<file path="src/design/dwsiu_params.svh">
// Register offsets, field positions and opcode constants of the shift/index unit
`ifndef DWSIU_PARAMS_SVH
`define DWSIU_PARAMS_SVH
`define DW_ADR_W        6
`define DW_OFF_INSTR    6'h00
`define DW_OFF_OPER     6'h04
`define DW_OFF_ACC_A    6'h08
`define DW_OFF_ACC_B    6'h0C
`define DW_OFF_IDX_X    6'h10
`define DW_OFF_IDX_Y    6'h14
`define DW_OFF_FLAGS    6'h18
`define DW_OFF_MDATA    6'h1C
`define DW_OFF_BASE     6'h20
`define DW_OFF_MADDR    6'h24
`define DW_F_EXT        0
`define DW_F_OVF        1
`define DW_F_CDS        2
`define DW_F_BREL       3
`define DW_F_SKIP       4
`define DW_F_BUSY       5
`define DW_IND_BIT      15
`define DW_DIR_BIT      9
`define DW_ACCB_BIT     11
`define DW_IDXY_BIT     3
`define DW_SHF_TOP      6'h20
`define DW_SHF_MID      2'h0
`define DW_XIG_TOP      4'h8
`define DW_XIG_MID      6'h1F
`define DW_K_TO_IDX     4'h1
`define DW_K_TO_ACC     4'h4
`define DW_K_LOAD       4'h2
`define DW_K_ADD        4'h6
`define DW_K_INC        4'h8
`define DW_K_DEC        4'h9
`define DW_CNT_FULL     5'h10
`define DW_ADDR_A       15'h0000
`define DW_ADDR_B       15'h0001
`define DW_ONE          16'h0001
`define DW_ALL1         16'hFFFF
`define DW_RST16        16'h0000
`endif

</file>
<file path="src/design/dwsiu_pkg.sv">
// Types shared by the shift/index unit
package dwsiu_pkg;
  typedef logic [15:0] dwsiu_word_t;
  typedef logic [31:0] dwsiu_bus_t;
  typedef enum logic [2:0] {ST_IDLE = 3'b001, ST_INDIR = 3'b010, ST_FETCH = 3'b100} dwsiu_state_t;
  typedef enum logic [2:0] {K_ARITH = 3'b001, K_LOGIC = 3'b010, K_ROT = 3'b100} dwsiu_kind_t;
endpackage

</file>
<file path="src/design/dwsiu_idx_if.sv">
// Interface between the datapath and the index register store
`timescale 1ns/1ps
interface dwsiu_idx_if;
  import dwsiu_pkg::*;
  logic        wr_en;
  logic        wr_y;
  dwsiu_word_t wr_data;
  dwsiu_word_t x_q;
  dwsiu_word_t y_q;
  modport ctrl  (output wr_en, output wr_y, output wr_data, input x_q, input y_q);
  modport store (input wr_en, input wr_y, input wr_data, output x_q, output y_q);
endinterface

</file>
<file path="src/design/dwsiu_core.sv">
// Double-word shift and index unit with a classic Wishbone register slave
// Operation
// - Count zero means sixteen places; rotates swap words
// - B is upper word, A lower word
// - Shifts keep extend; only arithmetic touch overflow
// - Separation mode never alters shift behaviour
// - Arithmetic left keeps sign, zero fills A
// - Lost bit unlike sign sets overflow
// - Arithmetic right replicates sign into vacated bits
// - Arithmetic right always clears overflow
// - Logical left zero fills, drops top bits
// - Logical right zero fills B top
// - Rotate left feeds B top into A
// - Rotate right feeds A bottom into B
// - Two 16-bit index registers X and Y
// - Memory word adds into index, flags may set
// - Operand address 0 or 1 means A or B (index add only; indexed loads read memory at 0 or 1)
// - Copies write destination, source stays unaltered
// - Decrement index, skip when result is zero
// - Increment index, skip when it wraps zero
// - Indexed load: address plus index, load accumulator
// - Indirect resolved first, address bit 15 cleared
// - Base register added first in separation mode with the base-relative bit set
// - Index value is signed, moves either way
`timescale 1ns/1ps
module dwsiu_core (
  // Clock and reset
  input  wire logic                  core_clk_i,
  input  wire logic                  rst_i,
  // Wishbone slave
  input  wire logic                  wb_cyc_i,
  input  wire logic                  wb_stb_i,
  input  wire logic                  wb_we_i,
  input  wire logic [5:0]            wb_adr_i,
  input  wire logic [3:0]            wb_sel_i,
  input  wire dwsiu_pkg::dwsiu_bus_t wb_dat_i,
  output      dwsiu_pkg::dwsiu_bus_t wb_dat_o,
  output      logic                  wb_ack_o
);
  import dwsiu_pkg::*;
  `include "dwsiu_params.svh"

  dwsiu_word_t  acc_a_reg;
  dwsiu_word_t  acc_b_reg;
  dwsiu_word_t  oper_reg;
  dwsiu_word_t  base_reg;
  dwsiu_word_t  maddr_reg;
  dwsiu_word_t  instr_reg;
  logic         ext_reg;
  logic         ovf_reg;
  logic         cds_reg;
  logic         brel_reg;
  logic         skip_reg;
  logic         ack_reg;
  dwsiu_bus_t   dat_reg;
  dwsiu_state_t state_reg;

  dwsiu_idx_if idx_bus ();

  // Index register store
  dwsiu_index_regs u_idx (
    .core_clk_i (core_clk_i),
    .rst_i      (rst_i),
    .port       (idx_bus.store)
  );

  // Byte-lane merge of a 16-bit register
  function automatic dwsiu_word_t merge16(dwsiu_word_t old, dwsiu_bus_t d, logic [3:0] s);
    merge16 = {s[1] ? d[15:8] : old[15:8], s[0] ? d[7:0] : old[7:0]};
  endfunction

  // Address decode
  logic bus_req;
  logic wr_take;
  logic sel_instr;
  logic sel_oper;
  logic sel_a;
  logic sel_b;
  logic sel_x;
  logic sel_y;
  logic sel_flags;
  logic sel_mdata;
  logic sel_base;
  logic sel_maddr;
  assign bus_req = wb_cyc_i & wb_stb_i;
  assign wr_take = bus_req & wb_we_i & ack_reg;
  always_comb
  begin
    sel_instr = 1'b0;
    sel_oper  = 1'b0;
    sel_a     = 1'b0;
    sel_b     = 1'b0;
    sel_x     = 1'b0;
    sel_y     = 1'b0;
    sel_flags = 1'b0;
    sel_mdata = 1'b0;
    sel_base  = 1'b0;
    sel_maddr = 1'b0;
    if (wb_adr_i == `DW_OFF_INSTR)
      sel_instr = 1'b1;
    else if (wb_adr_i == `DW_OFF_OPER)
      sel_oper = 1'b1;
    else if (wb_adr_i == `DW_OFF_ACC_A)
      sel_a = 1'b1;
    else if (wb_adr_i == `DW_OFF_ACC_B)
      sel_b = 1'b1;
    else if (wb_adr_i == `DW_OFF_IDX_X)
      sel_x = 1'b1;
    else if (wb_adr_i == `DW_OFF_IDX_Y)
      sel_y = 1'b1;
    else if (wb_adr_i == `DW_OFF_FLAGS)
      sel_flags = 1'b1;
    else if (wb_adr_i == `DW_OFF_MDATA)
      sel_mdata = 1'b1;
    else if (wb_adr_i == `DW_OFF_BASE)
      sel_base = 1'b1;
    else if (wb_adr_i == `DW_OFF_MADDR)
      sel_maddr = 1'b1;
  end

  // Instruction decode; the held word is used while a sequence runs
  logic        idle;
  logic        start;
  dwsiu_word_t cur;
  logic        is_shift;
  logic        is_xig;
  logic [3:0]  key;
  logic        use_y;
  logic        use_b;
  dwsiu_word_t idx_cur;
  dwsiu_word_t acc_cur;
  assign idle     = (state_reg == ST_IDLE);
  assign start    = wr_take & sel_instr & idle;
  assign cur      = idle ? wb_dat_i[15:0] : instr_reg;
  assign is_shift = (cur[15:10] == `DW_SHF_TOP) && (cur[8:7] == `DW_SHF_MID);
  assign is_xig   = (cur[15:12] == `DW_XIG_TOP) && (cur[10:5] == `DW_XIG_MID);
  assign key      = {cur[4], cur[2:0]};
  assign use_y    = cur[`DW_IDXY_BIT];
  assign use_b    = cur[`DW_ACCB_BIT];
  assign idx_cur  = use_y ? idx_bus.y_q : idx_bus.x_q;
  assign acc_cur  = use_b ? acc_b_reg : acc_a_reg;

  // Shifter over the B:A pair, independent of separation mode
  logic [4:0]  cnt;
  logic        right;
  dwsiu_kind_t kind;
  logic [31:0] pair;
  logic [31:0] sh_res;
  logic        sh_ovf;
  logic [61:0] wide;
  logic [63:0] rot;
  logic        shift_go;
  assign cnt      = (cur[3:0] == 4'h0) ? `DW_CNT_FULL : {1'b0, cur[3:0]};
  assign right    = cur[`DW_DIR_BIT];
  assign kind     = dwsiu_kind_t'(cur[6:4]);
  assign pair     = {acc_b_reg, acc_a_reg};
  assign shift_go = start & is_shift;
  always_comb
  begin
    wide   = '0;
    rot    = '0;
    sh_res = pair;
    sh_ovf = ovf_reg;
    case (kind)
      K_ARITH:
      begin
        if (right)
        begin
          sh_res = 32'($signed(pair) >>> cnt);
          sh_ovf = 1'b0;
        end
        else
        begin
          sh_res = {pair[31], 31'(pair[30:0] << cnt)};
          wide   = {31'h0, pair[30:0] ^ {31{pair[31]}}} << cnt;
          sh_ovf = |wide[61:31];
        end
      end
      K_LOGIC:
        sh_res = right ? (pair >> cnt) : (pair << cnt);
      K_ROT:
      begin
        rot    = right ? ({pair, pair} >> cnt) : ({pair, pair} << cnt);
        sh_res = right ? rot[31:0] : rot[63:32];
      end
      default:
        sh_res = pair;
    endcase
  end

  // Extended group: copies, count-and-skip, adds and indexed loads
  logic        to_idx;
  logic        to_acc;
  logic        dec_go;
  logic        inc_go;
  logic        job_add;
  logic        job_load;
  logic        wr_mdata;
  logic        step;
  logic        fetch_done;
  logic        reg_opnd;
  logic        add_go;
  dwsiu_word_t cand;
  dwsiu_word_t cnt_res;
  dwsiu_word_t base_sum;
  dwsiu_word_t ea_sum;
  dwsiu_word_t add_src;
  dwsiu_word_t add_sum;
  logic        add_c;
  logic        add_v;
  assign to_idx     = start & is_xig & (key == `DW_K_TO_IDX);
  assign to_acc     = start & is_xig & (key == `DW_K_TO_ACC);
  assign dec_go     = start & is_xig & (key == `DW_K_DEC);
  assign inc_go     = start & is_xig & (key == `DW_K_INC);
  assign job_add    = is_xig & (key == `DW_K_ADD);
  assign job_load   = is_xig & (key == `DW_K_LOAD);
  assign wr_mdata   = wr_take & sel_mdata;
  assign step       = (start & (job_add | job_load)) | (wr_mdata & (state_reg == ST_INDIR));
  assign fetch_done = wr_mdata & (state_reg == ST_FETCH);
  assign cand       = idle ? oper_reg : wb_dat_i[15:0];
  assign reg_opnd   = job_add & ~cand[`DW_IND_BIT]
                    & ((cand[14:0] == `DW_ADDR_A) | (cand[14:0] == `DW_ADDR_B));
  assign add_src    = fetch_done ? wb_dat_i[15:0]
                    : ((cand[14:0] == `DW_ADDR_B) ? acc_b_reg : acc_a_reg);
  assign add_go     = (fetch_done & job_add) | (step & reg_opnd);
  assign {add_c, add_sum} = {1'b0, idx_cur} + {1'b0, add_src};
  assign add_v      = (idx_cur[15] == add_src[15]) & (add_sum[15] != idx_cur[15]);
  assign cnt_res    = dec_go ? (idx_cur - `DW_ONE) : (idx_cur + `DW_ONE);
  assign base_sum   = (cds_reg & brel_reg) ? ({1'b0, cand[14:0]} + base_reg)
                    : {1'b0, cand[14:0]};
  assign ea_sum     = base_sum + idx_cur;

  // Index register writes from instructions or software
  always_comb
  begin
    idx_bus.wr_en   = to_idx | dec_go | inc_go | add_go | (wr_take & (sel_x | sel_y));
    idx_bus.wr_y    = (wr_take & (sel_x | sel_y)) ? sel_y : use_y;
    idx_bus.wr_data = cnt_res;
    if (to_idx)
      idx_bus.wr_data = acc_cur;
    else if (add_go)
      idx_bus.wr_data = add_sum;
    else if (wr_take & sel_x)
      idx_bus.wr_data = merge16(idx_bus.x_q, wb_dat_i, wb_sel_i);
    else if (wr_take & sel_y)
      idx_bus.wr_data = merge16(idx_bus.y_q, wb_dat_i, wb_sel_i);
  end

  // Accumulators
  always_ff @(posedge core_clk_i or posedge rst_i)
  begin
    if (rst_i)
    begin
      acc_a_reg <= `DW_RST16;
      acc_b_reg <= `DW_RST16;
    end
    else if (shift_go)
      {acc_b_reg, acc_a_reg} <= sh_res;
    else if (to_acc)
    begin
      if (use_b)
        acc_b_reg <= idx_cur;
      else
        acc_a_reg <= idx_cur;
    end
    else if (fetch_done & job_load)
    begin
      if (use_b)
        acc_b_reg <= wb_dat_i[15:0];
      else
        acc_a_reg <= wb_dat_i[15:0];
    end
    else if (wr_take & sel_a)
      acc_a_reg <= merge16(acc_a_reg, wb_dat_i, wb_sel_i);
    else if (wr_take & sel_b)
      acc_b_reg <= merge16(acc_b_reg, wb_dat_i, wb_sel_i);
  end

  // Extend and overflow flags
  always_ff @(posedge core_clk_i or posedge rst_i)
  begin
    if (rst_i)
    begin
      ext_reg <= 1'b0;
      ovf_reg <= 1'b0;
    end
    else if (shift_go)
      ovf_reg <= sh_ovf;
    else if (add_go)
    begin
      ext_reg <= ext_reg | add_c;
      ovf_reg <= ovf_reg | add_v;
    end
    else if (wr_take & sel_flags & wb_sel_i[0])
    begin
      ext_reg <= wb_dat_i[`DW_F_EXT];
      ovf_reg <= wb_dat_i[`DW_F_OVF];
    end
  end

  // Mode bits and skip indication
  always_ff @(posedge core_clk_i or posedge rst_i)
  begin
    if (rst_i)
    begin
      cds_reg  <= 1'b0;
      brel_reg <= 1'b0;
      skip_reg <= 1'b0;
    end
    else
    begin
      if (start)
        skip_reg <= (dec_go | inc_go) & (cnt_res == `DW_RST16);
      if (wr_take & sel_flags & wb_sel_i[0])
      begin
        cds_reg  <= wb_dat_i[`DW_F_CDS];
        brel_reg <= wb_dat_i[`DW_F_BREL];
      end
    end
  end

  // Operand, base and held instruction words
  always_ff @(posedge core_clk_i or posedge rst_i)
  begin
    if (rst_i)
    begin
      oper_reg  <= `DW_RST16;
      base_reg  <= `DW_RST16;
      instr_reg <= `DW_RST16;
    end
    else
    begin
      if (start)
        instr_reg <= wb_dat_i[15:0];
      if (wr_take & sel_oper & idle)
        oper_reg <= merge16(oper_reg, wb_dat_i, wb_sel_i);
      if (wr_take & sel_base)
        base_reg <= merge16(base_reg, wb_dat_i, wb_sel_i);
    end
  end

  // Operand sequence: indirect chain, then operand fetch
  always_ff @(posedge core_clk_i or posedge rst_i)
  begin
    if (rst_i)
    begin
      state_reg <= ST_IDLE;
      maddr_reg <= `DW_RST16;
    end
    else if (step)
    begin
      if (cand[`DW_IND_BIT])
      begin
        state_reg <= ST_INDIR;
        maddr_reg <= {1'b0, cand[14:0]};
      end
      else if (reg_opnd)
        state_reg <= ST_IDLE;
      else
      begin
        state_reg <= ST_FETCH;
        maddr_reg <= job_load ? {1'b0, ea_sum[14:0]} : {1'b0, cand[14:0]};
      end
    end
    else if (fetch_done)
      state_reg <= ST_IDLE;
  end

  // Wishbone answer, one wait cycle per access
  always_ff @(posedge core_clk_i or posedge rst_i)
  begin
    if (rst_i)
    begin
      ack_reg <= 1'b0;
      dat_reg <= '0;
    end
    else
    begin
      ack_reg <= bus_req & ~ack_reg;
      if (bus_req & ~ack_reg)
      begin
        dat_reg <= '0;
        if (sel_instr)
          dat_reg[15:0] <= instr_reg;
        else if (sel_oper)
          dat_reg[15:0] <= oper_reg;
        else if (sel_a)
          dat_reg[15:0] <= acc_a_reg;
        else if (sel_b)
          dat_reg[15:0] <= acc_b_reg;
        else if (sel_x)
          dat_reg[15:0] <= idx_bus.x_q;
        else if (sel_y)
          dat_reg[15:0] <= idx_bus.y_q;
        else if (sel_flags)
        begin
          dat_reg[`DW_F_EXT]  <= ext_reg;
          dat_reg[`DW_F_OVF]  <= ovf_reg;
          dat_reg[`DW_F_CDS]  <= cds_reg;
          dat_reg[`DW_F_BREL] <= brel_reg;
          dat_reg[`DW_F_SKIP] <= skip_reg;
          dat_reg[`DW_F_BUSY] <= ~idle;
        end
        else if (sel_base)
          dat_reg[15:0] <= base_reg;
        else if (sel_maddr)
          dat_reg[15:0] <= maddr_reg;
      end
    end
  end

  assign wb_ack_o = ack_reg;
  assign wb_dat_o = dat_reg;
endmodule

</file>
<file path="src/design/dwsiu_index_regs.sv">
// Two-entry index register store with combinational read data
`timescale 1ns/1ps
module dwsiu_index_regs (
  // Clock and reset
  input  wire logic core_clk_i,
  input  wire logic rst_i,
  // Datapath side
  dwsiu_idx_if.store port
);
  import dwsiu_pkg::*;
  `include "dwsiu_params.svh"

  dwsiu_word_t q_reg [2];

  // One register per entry, entry 1 is Y
  for (genvar i = 0; i < 2; i++)
  begin : g_ent
    always_ff @(posedge core_clk_i or posedge rst_i)
    begin
      if (rst_i)
        q_reg[i] <= `DW_RST16;
      else if (port.wr_en && (port.wr_y == 1'(i)))
        q_reg[i] <= port.wr_data;
    end
  end

  // Read data straight from the store
  assign port.x_q = q_reg[0];
  assign port.y_q = q_reg[1];
endmodule

</file>
<file path="config.mk">
export PLATFORM = sky130hd
export DESIGN_NAME = dwsiu_core
export DESIGN_NICKNAME = d
export VERILOG_FILES = /design/src/design/dwsiu_pkg.sv /design/src/design/dwsiu_idx_if.sv /design/src/design/dwsiu_core.sv /design/src/design/dwsiu_index_regs.sv
export VERILOG_INCLUDE_DIRS = /design/src /design/src/design
export SDC_FILE = /design/constraint.sdc
export NUM_CORES = 1
export LEC_CHECK = 0
export ABC_AREA = 1
export BUFFER_PORTS_ARGS = -buffer_cell sky130_fd_sc_hd__buf_2
export CAP_MARGIN = 20
export CELL_PAD_IN_SITES_DETAIL_PLACEMENT = 0
export CELL_PAD_IN_SITES_GLOBAL_PLACEMENT = 1
export CORE_UTILIZATION = 40
export DETAILED_ROUTE_END_ITERATION = 8
export GPL_TIMING_DRIVEN = 0
export PLACE_DENSITY_LB_ADDON = 0.1
export SLEW_MARGIN = 20
export SYNTH_ARGS = -nofsm -noshare
export SYNTH_HDL_FRONTEND = slang
export SYNTH_HIERARCHICAL = 1
export SYNTH_SLANG_ARGS = --single-unit
</file>
<file path="constraint.sdc">
create_clock -name core_clk_i -period 9 [get_ports core_clk_i]
set_input_delay 1.8 -clock core_clk_i [delete_from_list [all_inputs] [get_ports core_clk_i]]
set_output_delay 1.8 -clock core_clk_i [all_outputs]
set_load 0.02 [all_outputs]
</file>
==> impl_metrics.toml, run 1 <==
[cts]
cts_hold_buf = 0
cts_resized = 0
tritoncts = "built"
htreeDepth = 4
clock_sinks = 152
ctsLongestPathBuffers = 2
clkLatencyLatePin_ns = 0.48
clk_pin_slew_ns = 0.07
cts_root_buf = "clkbuf_16"
cts_setup_buffers = 0
numCtsBuffers = 17

[layout]
drive_gt1_share_pct = 8.19
nFillCells = 5314
post-route-util_pct = 44.5
finalNonFillerCells = 4200
fin_area_mm2 = 0.0214
final_nets = 3636
synthToLayoutAreaGrowth_pct = 8.72

[detailed_routing]
routed_wl_um = 122000
via_per_inst = 6.27
ant_nets = 0
wl_per_cell_um = 29.0
firstDrtPassIters = 6
drt-initial-drc-count = 3898
vias = 26333
drc = 0

[die]
die-area_mm2 = 0.0501
fp-row-count = 80
core_mm2 = 0.0481
fp.dieH_um = 224
die_x_um = 224
start_util_pct = 40.9
ios = 80

[synth]
synth_edf_count = 0
syn_avg_cell_area_um2 = 5.72
synth_top_flop_cell = "dfrtp_1"
yosysUniqueCellTypes = 64
async_flop_share_pct = 100
yosys_warnings = 6
seq_area_frac_synth_pct = 19.3
ys_ff_latch = 152
syn_inst = 3447
synthesis.area_mm2 = 0.0197

[critical_path]
crit_slowest_cell = "buf_1"
worstRegToRegCells = 22
cp-start-kind = "input pin"
worstPathArrival_ns = 7.09
cp_max_fo = 10
crit_type = "in2reg"
slowest_delay_ns = 0.92
rrSetupSlack_ns = 3.00
end_kind = "register"
path_cells = "buf_2 -> inv_1 -> nand2_1 -> nand2_2 -> buf_2 -> buf_1 -> o21a_1 -> inv_1 -> ha_1 -> a21o_1 -> a21oi_1 -> nand2_1 -> a21boi_0 -> o21bai_1 -> xnor2_1 -> nor2_1 -> o21ai_0 -> nand3_1 -> o21ai_1 -> inv_1 -> nand3_1 -> nand2_1"
required_ns = 9.36

[global_route]
grt-ovfl-total = 0
track_usage_pct = 48.4
grt_first_pass_wirelength_um = 173000
grt_antenna_before_repair = 6
grt_pass1_vias = 24523
grt_start_max_net_pins = 76

[flow_run]
drv_cap = 0

[sta]
clock-skew-final_ns = 0.0179
min_period_ns = 6.73
hold_ws_ns = 0.476
finalHoldViolations = 0
max_freq_mhz = 149
finalCritPeriodShare_pct = 74.8
finalWorstSetupSlack_ns = 2.27
rsz0062_at_grt = "no"
maxSlewViolCount = 0
finalSetupViolations = 0
setup_tns_ns = 0
relSlewSlack_pct = 19.9
tightest_slew_ns = 1.20

[placed_design]
gp_congestion = 1.15
dp_slack_ns = 2.06
dp_cells = 4163
postPlaceCellArea_mm2 = 0.0208
hpwl_um = 95200
port_buffers = 44

[power_and_ir_drop]
p_per_area_mw_per_mm2 = 76.7
p_leak_nw = 11.3
total_power_mw = 1.64
ir_drop_mv = 0.0990

[hold_path]
hold_class = "reg2reg"
hold_path_depth = 2

[status]
status = "finished clean"
synth_stat cells (8+ instances only):
master     instances  area share, %
nand3_1          386            9.8
a31oi_1           11           0.35
o22ai_1           11           0.35
xor2_1            37            1.6
buf_6             10           0.57
nand4_1           46            1.5
inv_1            281            5.4
o21ai_2           11           0.49
nor3_1            20           0.51
buf_2             64            1.6
dfrtp_1          151             19
a21oi_1          195            5.0
o21a_1             8           0.30
a211oi_1          11           0.42
or2_2             12           0.38
o2111ai_1         15           0.67
buf_4             38            1.4
o211ai_1          40            1.5
inv_2             27           0.51
buf_1             21           0.40
clkbuf_1          62            1.2
o21ai_1           49            1.2
nor2_1           213            4.1
a21boi_0           9           0.34
nand2_2           10           0.32
nand2_1         1181             23
ha_1              59            3.7
o21ai_0          353            9.0
xnor2_1           31            1.4
area by class of cell:
cell class | instances | area, um2 | area share (%)
Inverter | 314 | 1190 | 5.57
Buffer | 195 | 1030 | 4.81
Multi-Input combinational cell | 2801 | 13700 | 64.1
Tap cell | 656 | 821 | 3.83
Clock inverter | 14 | 133 | 0.619
Clock buffer | 18 | 439 | 2.05
Sequential cell | 152 | 3800 | 17.8
Antenna cell | 5 | 12.5 | 0.0584
Timing Repair Buffer | 45 | 248 | 1.16
critical path: cells and delay by family:
kind,cells,cell delay [ns]
AOI/OAI and AO/OA,7,1.43
xor gates and xnor gates,1,0.32
adders and majority gates,1,0.39
buffers and inverters,6,2.21
and+or+nand+nor,7,0.89
layout by cell type, fill, tap and decap left out, types with 12 or more instances in the layout:
cell / Yosys / final
buf_4: 38 / 38
o211ai_1: 40 / 40
o21ai_1: 49 / 50
clkbuf_16: 0 / 17
or2_2: 12 / 12
nor3_1: 20 / 20
conb_1: 1 / 16
nand3_1: 386 / 386
ha_1: 59 / 59
xor2_1: 37 / 37
dfrtp_1: 151 / 151
inv_2: 27 / 28
xnor2_1: 31 / 31
a21oi_1: 195 / 195
nand4_1: 46 / 46
buf_1: 21 / 21
o21ai_0: 353 / 352
inv_1: 281 / 279
o2111ai_1: 15 / 15
buf_2: 64 / 108
nand2_1: 1181 / 1181
clkbuf_1: 62 / 62
nor2_1: 213 / 213
routing by layer:
layer	routed length (um)	vias up	part of all wire, %	global-route usage (%)
li1	-	11548	-	-
met1	43300	12178	36	56.3
met2	50500	1944	41	72.5
met3	14500	657	12	13.5
met4	13600	6	11	43.8
met5	30	-	0.025	0
final timing paths:
kind,startpoint,to
min in group asynchronous,rst_i,skip_reg
hold reg to reg,u_idx/port.y_q[11],u_idx/port.y_q[11]
setup / recovery,wb_dat_i[3],u_idx/port.x_q[12]
setup reg to reg,state_reg[0],u_idx/port.x_q[12]
hold / removal,u_idx/port.y_q[11],u_idx/port.y_q[11]
max in group asynchronous,rst_i,state_reg[0]
kinds of logic (layout without fill, tap and decap cells):
family          Yosys count  in the layout  share of synthesized area [%]
buf+inv                 509            586                           11.2
compound gates          741            741                           20.9
simple gates           1911           1911                           41.3
other cells               1             21                         0.0190
flops                   152            152                           19.3
xor+xnor                 68             68                           3.02
fa+ha+maj                63             63                           4.15
mux                       2              2                          0.102
power breakdown:
group	leakage (nW)	internal [mW]	switching (mW)	total (mW)
logic	9.03	0.0522	0.161	0.213
registers	2.03	0.690	0.00927	0.699
clock network	0.274	0.372	0.359	0.731
No activity file was read; power rests on OpenSTA's default activity.
==> inputs of run 2 (changes only) <==
clock period = 5.9 ns   (was 9 ns; I/O delays follow)
==> run 2 against run 1 <==
  * Clock power grew 52%
  * Critical path depth grew 1
  * Non-clock buffer count grew 1
  * Combinational power grew 53%
  * Die area is the same
  * First-iteration DRC count grew 8.1%
  * Worst hold slack lost 0.0012 ns
  * Sequential share of layout area is essentially flat
  * Routed wire length grew 0.15%
  * Sequential power grew 53%
  * Clock skew shrank 0.0030 ns
  * Global-route usage is essentially flat
==> impl_metrics.toml, run 2 (synthesis gave the netlist of run 1 again) <==
[layout]
synthToLayoutAreaGrowth_pct = 9.02
final_nets = 3637
fin_area_mm2 = 0.0215
nFillCells = 5313
final_common_cell = "nand2_1"
drive_gt1_share_pct = 8.45
final_cell_mix = "nand2_1 (1,180), nand3_1 (386), o21ai_0 (346)"

[sta]
min_period_ns = 5.78
max_freq_mhz = 173
finalCritPeriodShare_pct = 98.0
clock-skew-final_ns = 0.0149
rsz0062_at_grt = "no"
maxSlewViolCount = 0
finalHoldViolations = 0
finalSetupViolations = 0
tightest_slew_ns = 1.21
finalWorstSetupSlack_ns = 0.116
relSlewSlack_pct = 18.8

[critical_path]
worstPathArrival_ns = 6.15
crit_top_cell = "nand2_1"
cp-start-kind = "input pin"
required_ns = 6.26
path_cells = "buf_2 -> inv_1 -> nand2_1 -> nand2_2 -> buf_2 -> clkbuf_4 -> o21ai_0 -> inv_1 -> ha_1 -> a21oi_1 -> nand2_1 -> nand4_1 -> nand2_1 -> a21boi_0 -> o21bai_1 -> xnor2_1 -> nor2_1 -> o21ai_0 -> nand3_1 -> o21ai_1 -> inv_1 -> nand3_1 -> nand2_1"
timing.rr.end = "u_idx/port.x_q[12]"
crit_slowest_cell = "buf_2"
end_kind = "register"
crit_type = "in2reg"
critical_path.top_delay_family = "buffers and inverters"
slowest_delay_ns = 0.51
worstRegToRegCells = 34
cp_max_fo = 10
cp_num_buf_inv = 6
reg2reg_from = "state_reg[1]"
rrSetupSlack_ns = 0.40

[power_and_ir_drop]
ir_drop_mv = 0.150
p_leak_nw = 11.3
p_per_area_mw_per_mm2 = 117

[detailed_routing]
via_per_inst = 6.27
ant_nets = 0
routed_wl_um = 122000
vias = 26352
drc = 0
drt-initial-drc-count = 4214
firstDrtPassIters = 6
wl_per_cell_um = 29.1

[die]
fp-row-count = 80
start_util_pct = 40.9
die-area_mm2 = 0.0501
fp.dieH_um = 224
ios = 80
core_mm2 = 0.0481
die_x_um = 224

[status]
status = "finished clean"

[placed_design]
port_buffers = 44
gp_congestion = 1.15
hpwl_um = 95200
postPlaceCellArea_mm2 = 0.0208
dp_slack_ns = -0.424

[cts]
cts_root_buf = "clkbuf_16"
clk_pin_slew_ns = 0.07
tritoncts = "built"
numCtsBuffers = 17
clkLatencyLatePin_ns = 0.47
htreeDepth = 4
clock_sinks = 152
ctsLongestPathBuffers = 2

[hold_path]
hold_class = "reg2reg"
hold_path_depth = 2
min_to = "u_idx/port.y_q[11]"
hp-start = "u_idx/port.y_q[11]"

[global_route]
grt_start_max_net_pins = 76
grt-ovfl-total = 0
grt_first_pass_wirelength_um = 173000
grt_pass1_vias = 24530
grt_antenna_before_repair = 6
track_usage_pct = 48.4

[flow_run]
drv_cap = 0
-- run 2: routing by layer --
metal	global-route usage, %	wire length (um)	vias up	share of wire, %
met5	0	16	-	0.013
met4	43.9	13500	4	11
met3	13.6	14500	649	12
met2	72.5	50800	1982	42
met1	56.1	43300	12162	35
li1	-	-	11555	-
-- run 2: layout make-up --
cell class / instances / area [um2] / share of cell area [%]
sequential: 152 / 3800 / 17.7
clock buffer: 18 / 439 / 2.04
tap: 656 / 821 / 3.82
antenna: 5 / 12.5 / 0.0583
buffer: 194 / 1030 / 4.82
clock inverter: 14 / 133 / 0.617
timing repair buffer: 47 / 275 / 1.28
multi-input combinational: 2801 / 13800 / 64.0
inverter: 314 / 1200 / 5.61
-- run 2: timing repair --
item | CTS | global route
resized for setup | 0 | 19
endpoints found under the setup margin | 0 | 22
hold buffers | 0 | 0
buffers inserted | 0 | 2
-- run 2: through the flow --
step	hold WS [ns]	setup TNS [ns]	power, mW	util (%)	cells
2_1_floorplan	0.442	0	1.26	-	3462
3_3_place_gp	0.458	-21.87	1.38	43.2	4162
3_5_place_dp	0.463	-3.17	1.39	43.3	4163
4_1_cts	0.480	0	2.47	44.5	4195
5_1_grt	0.495	0	2.56	44.6	4196
6_report	0.474	0	2.50	44.6	4201
-- run 2: power by group --
group	internal [mW]	switching [mW]
Combinational	0.0800	0.246
Sequential	1.05	0.0142
Clock	0.567	0.545
-- run 2: worst register-to-register path, delay by kind of cell (launching register included) --
kind | cells | cell delay [ns]
buffers and inverters | 7 | 1.14
flip-flops | 1 | 0.48
XOR/XNOR | 1 | 0.15
AO/OA/AOI/OAI | 6 | 1.16
AND/OR/NAND/NOR | 18 | 1.76
adder cells (fa/ha/maj) | 2 | 0.73
-- run 2: worst max path at each step --
stage                     slack (ns)  depth (start not counted)         start                 end
after CTS                       0.04                         29   wb_adr_i[0]  u_idx/port.x_q[12]
after detailed placement       -0.42                         29   wb_adr_i[0]  u_idx/port.x_q[12]
final                           0.12                         23   wb_dat_i[3]  u_idx/port.x_q[12]
after global routing            0.01                         34  state_reg[1]  u_idx/port.x_q[12]
after floorplan                 1.33                         28   wb_adr_i[0]  u_idx/port.x_q[12]
after global placement         -0.47                         20   wb_dat_i[3]  u_idx/port.x_q[14]
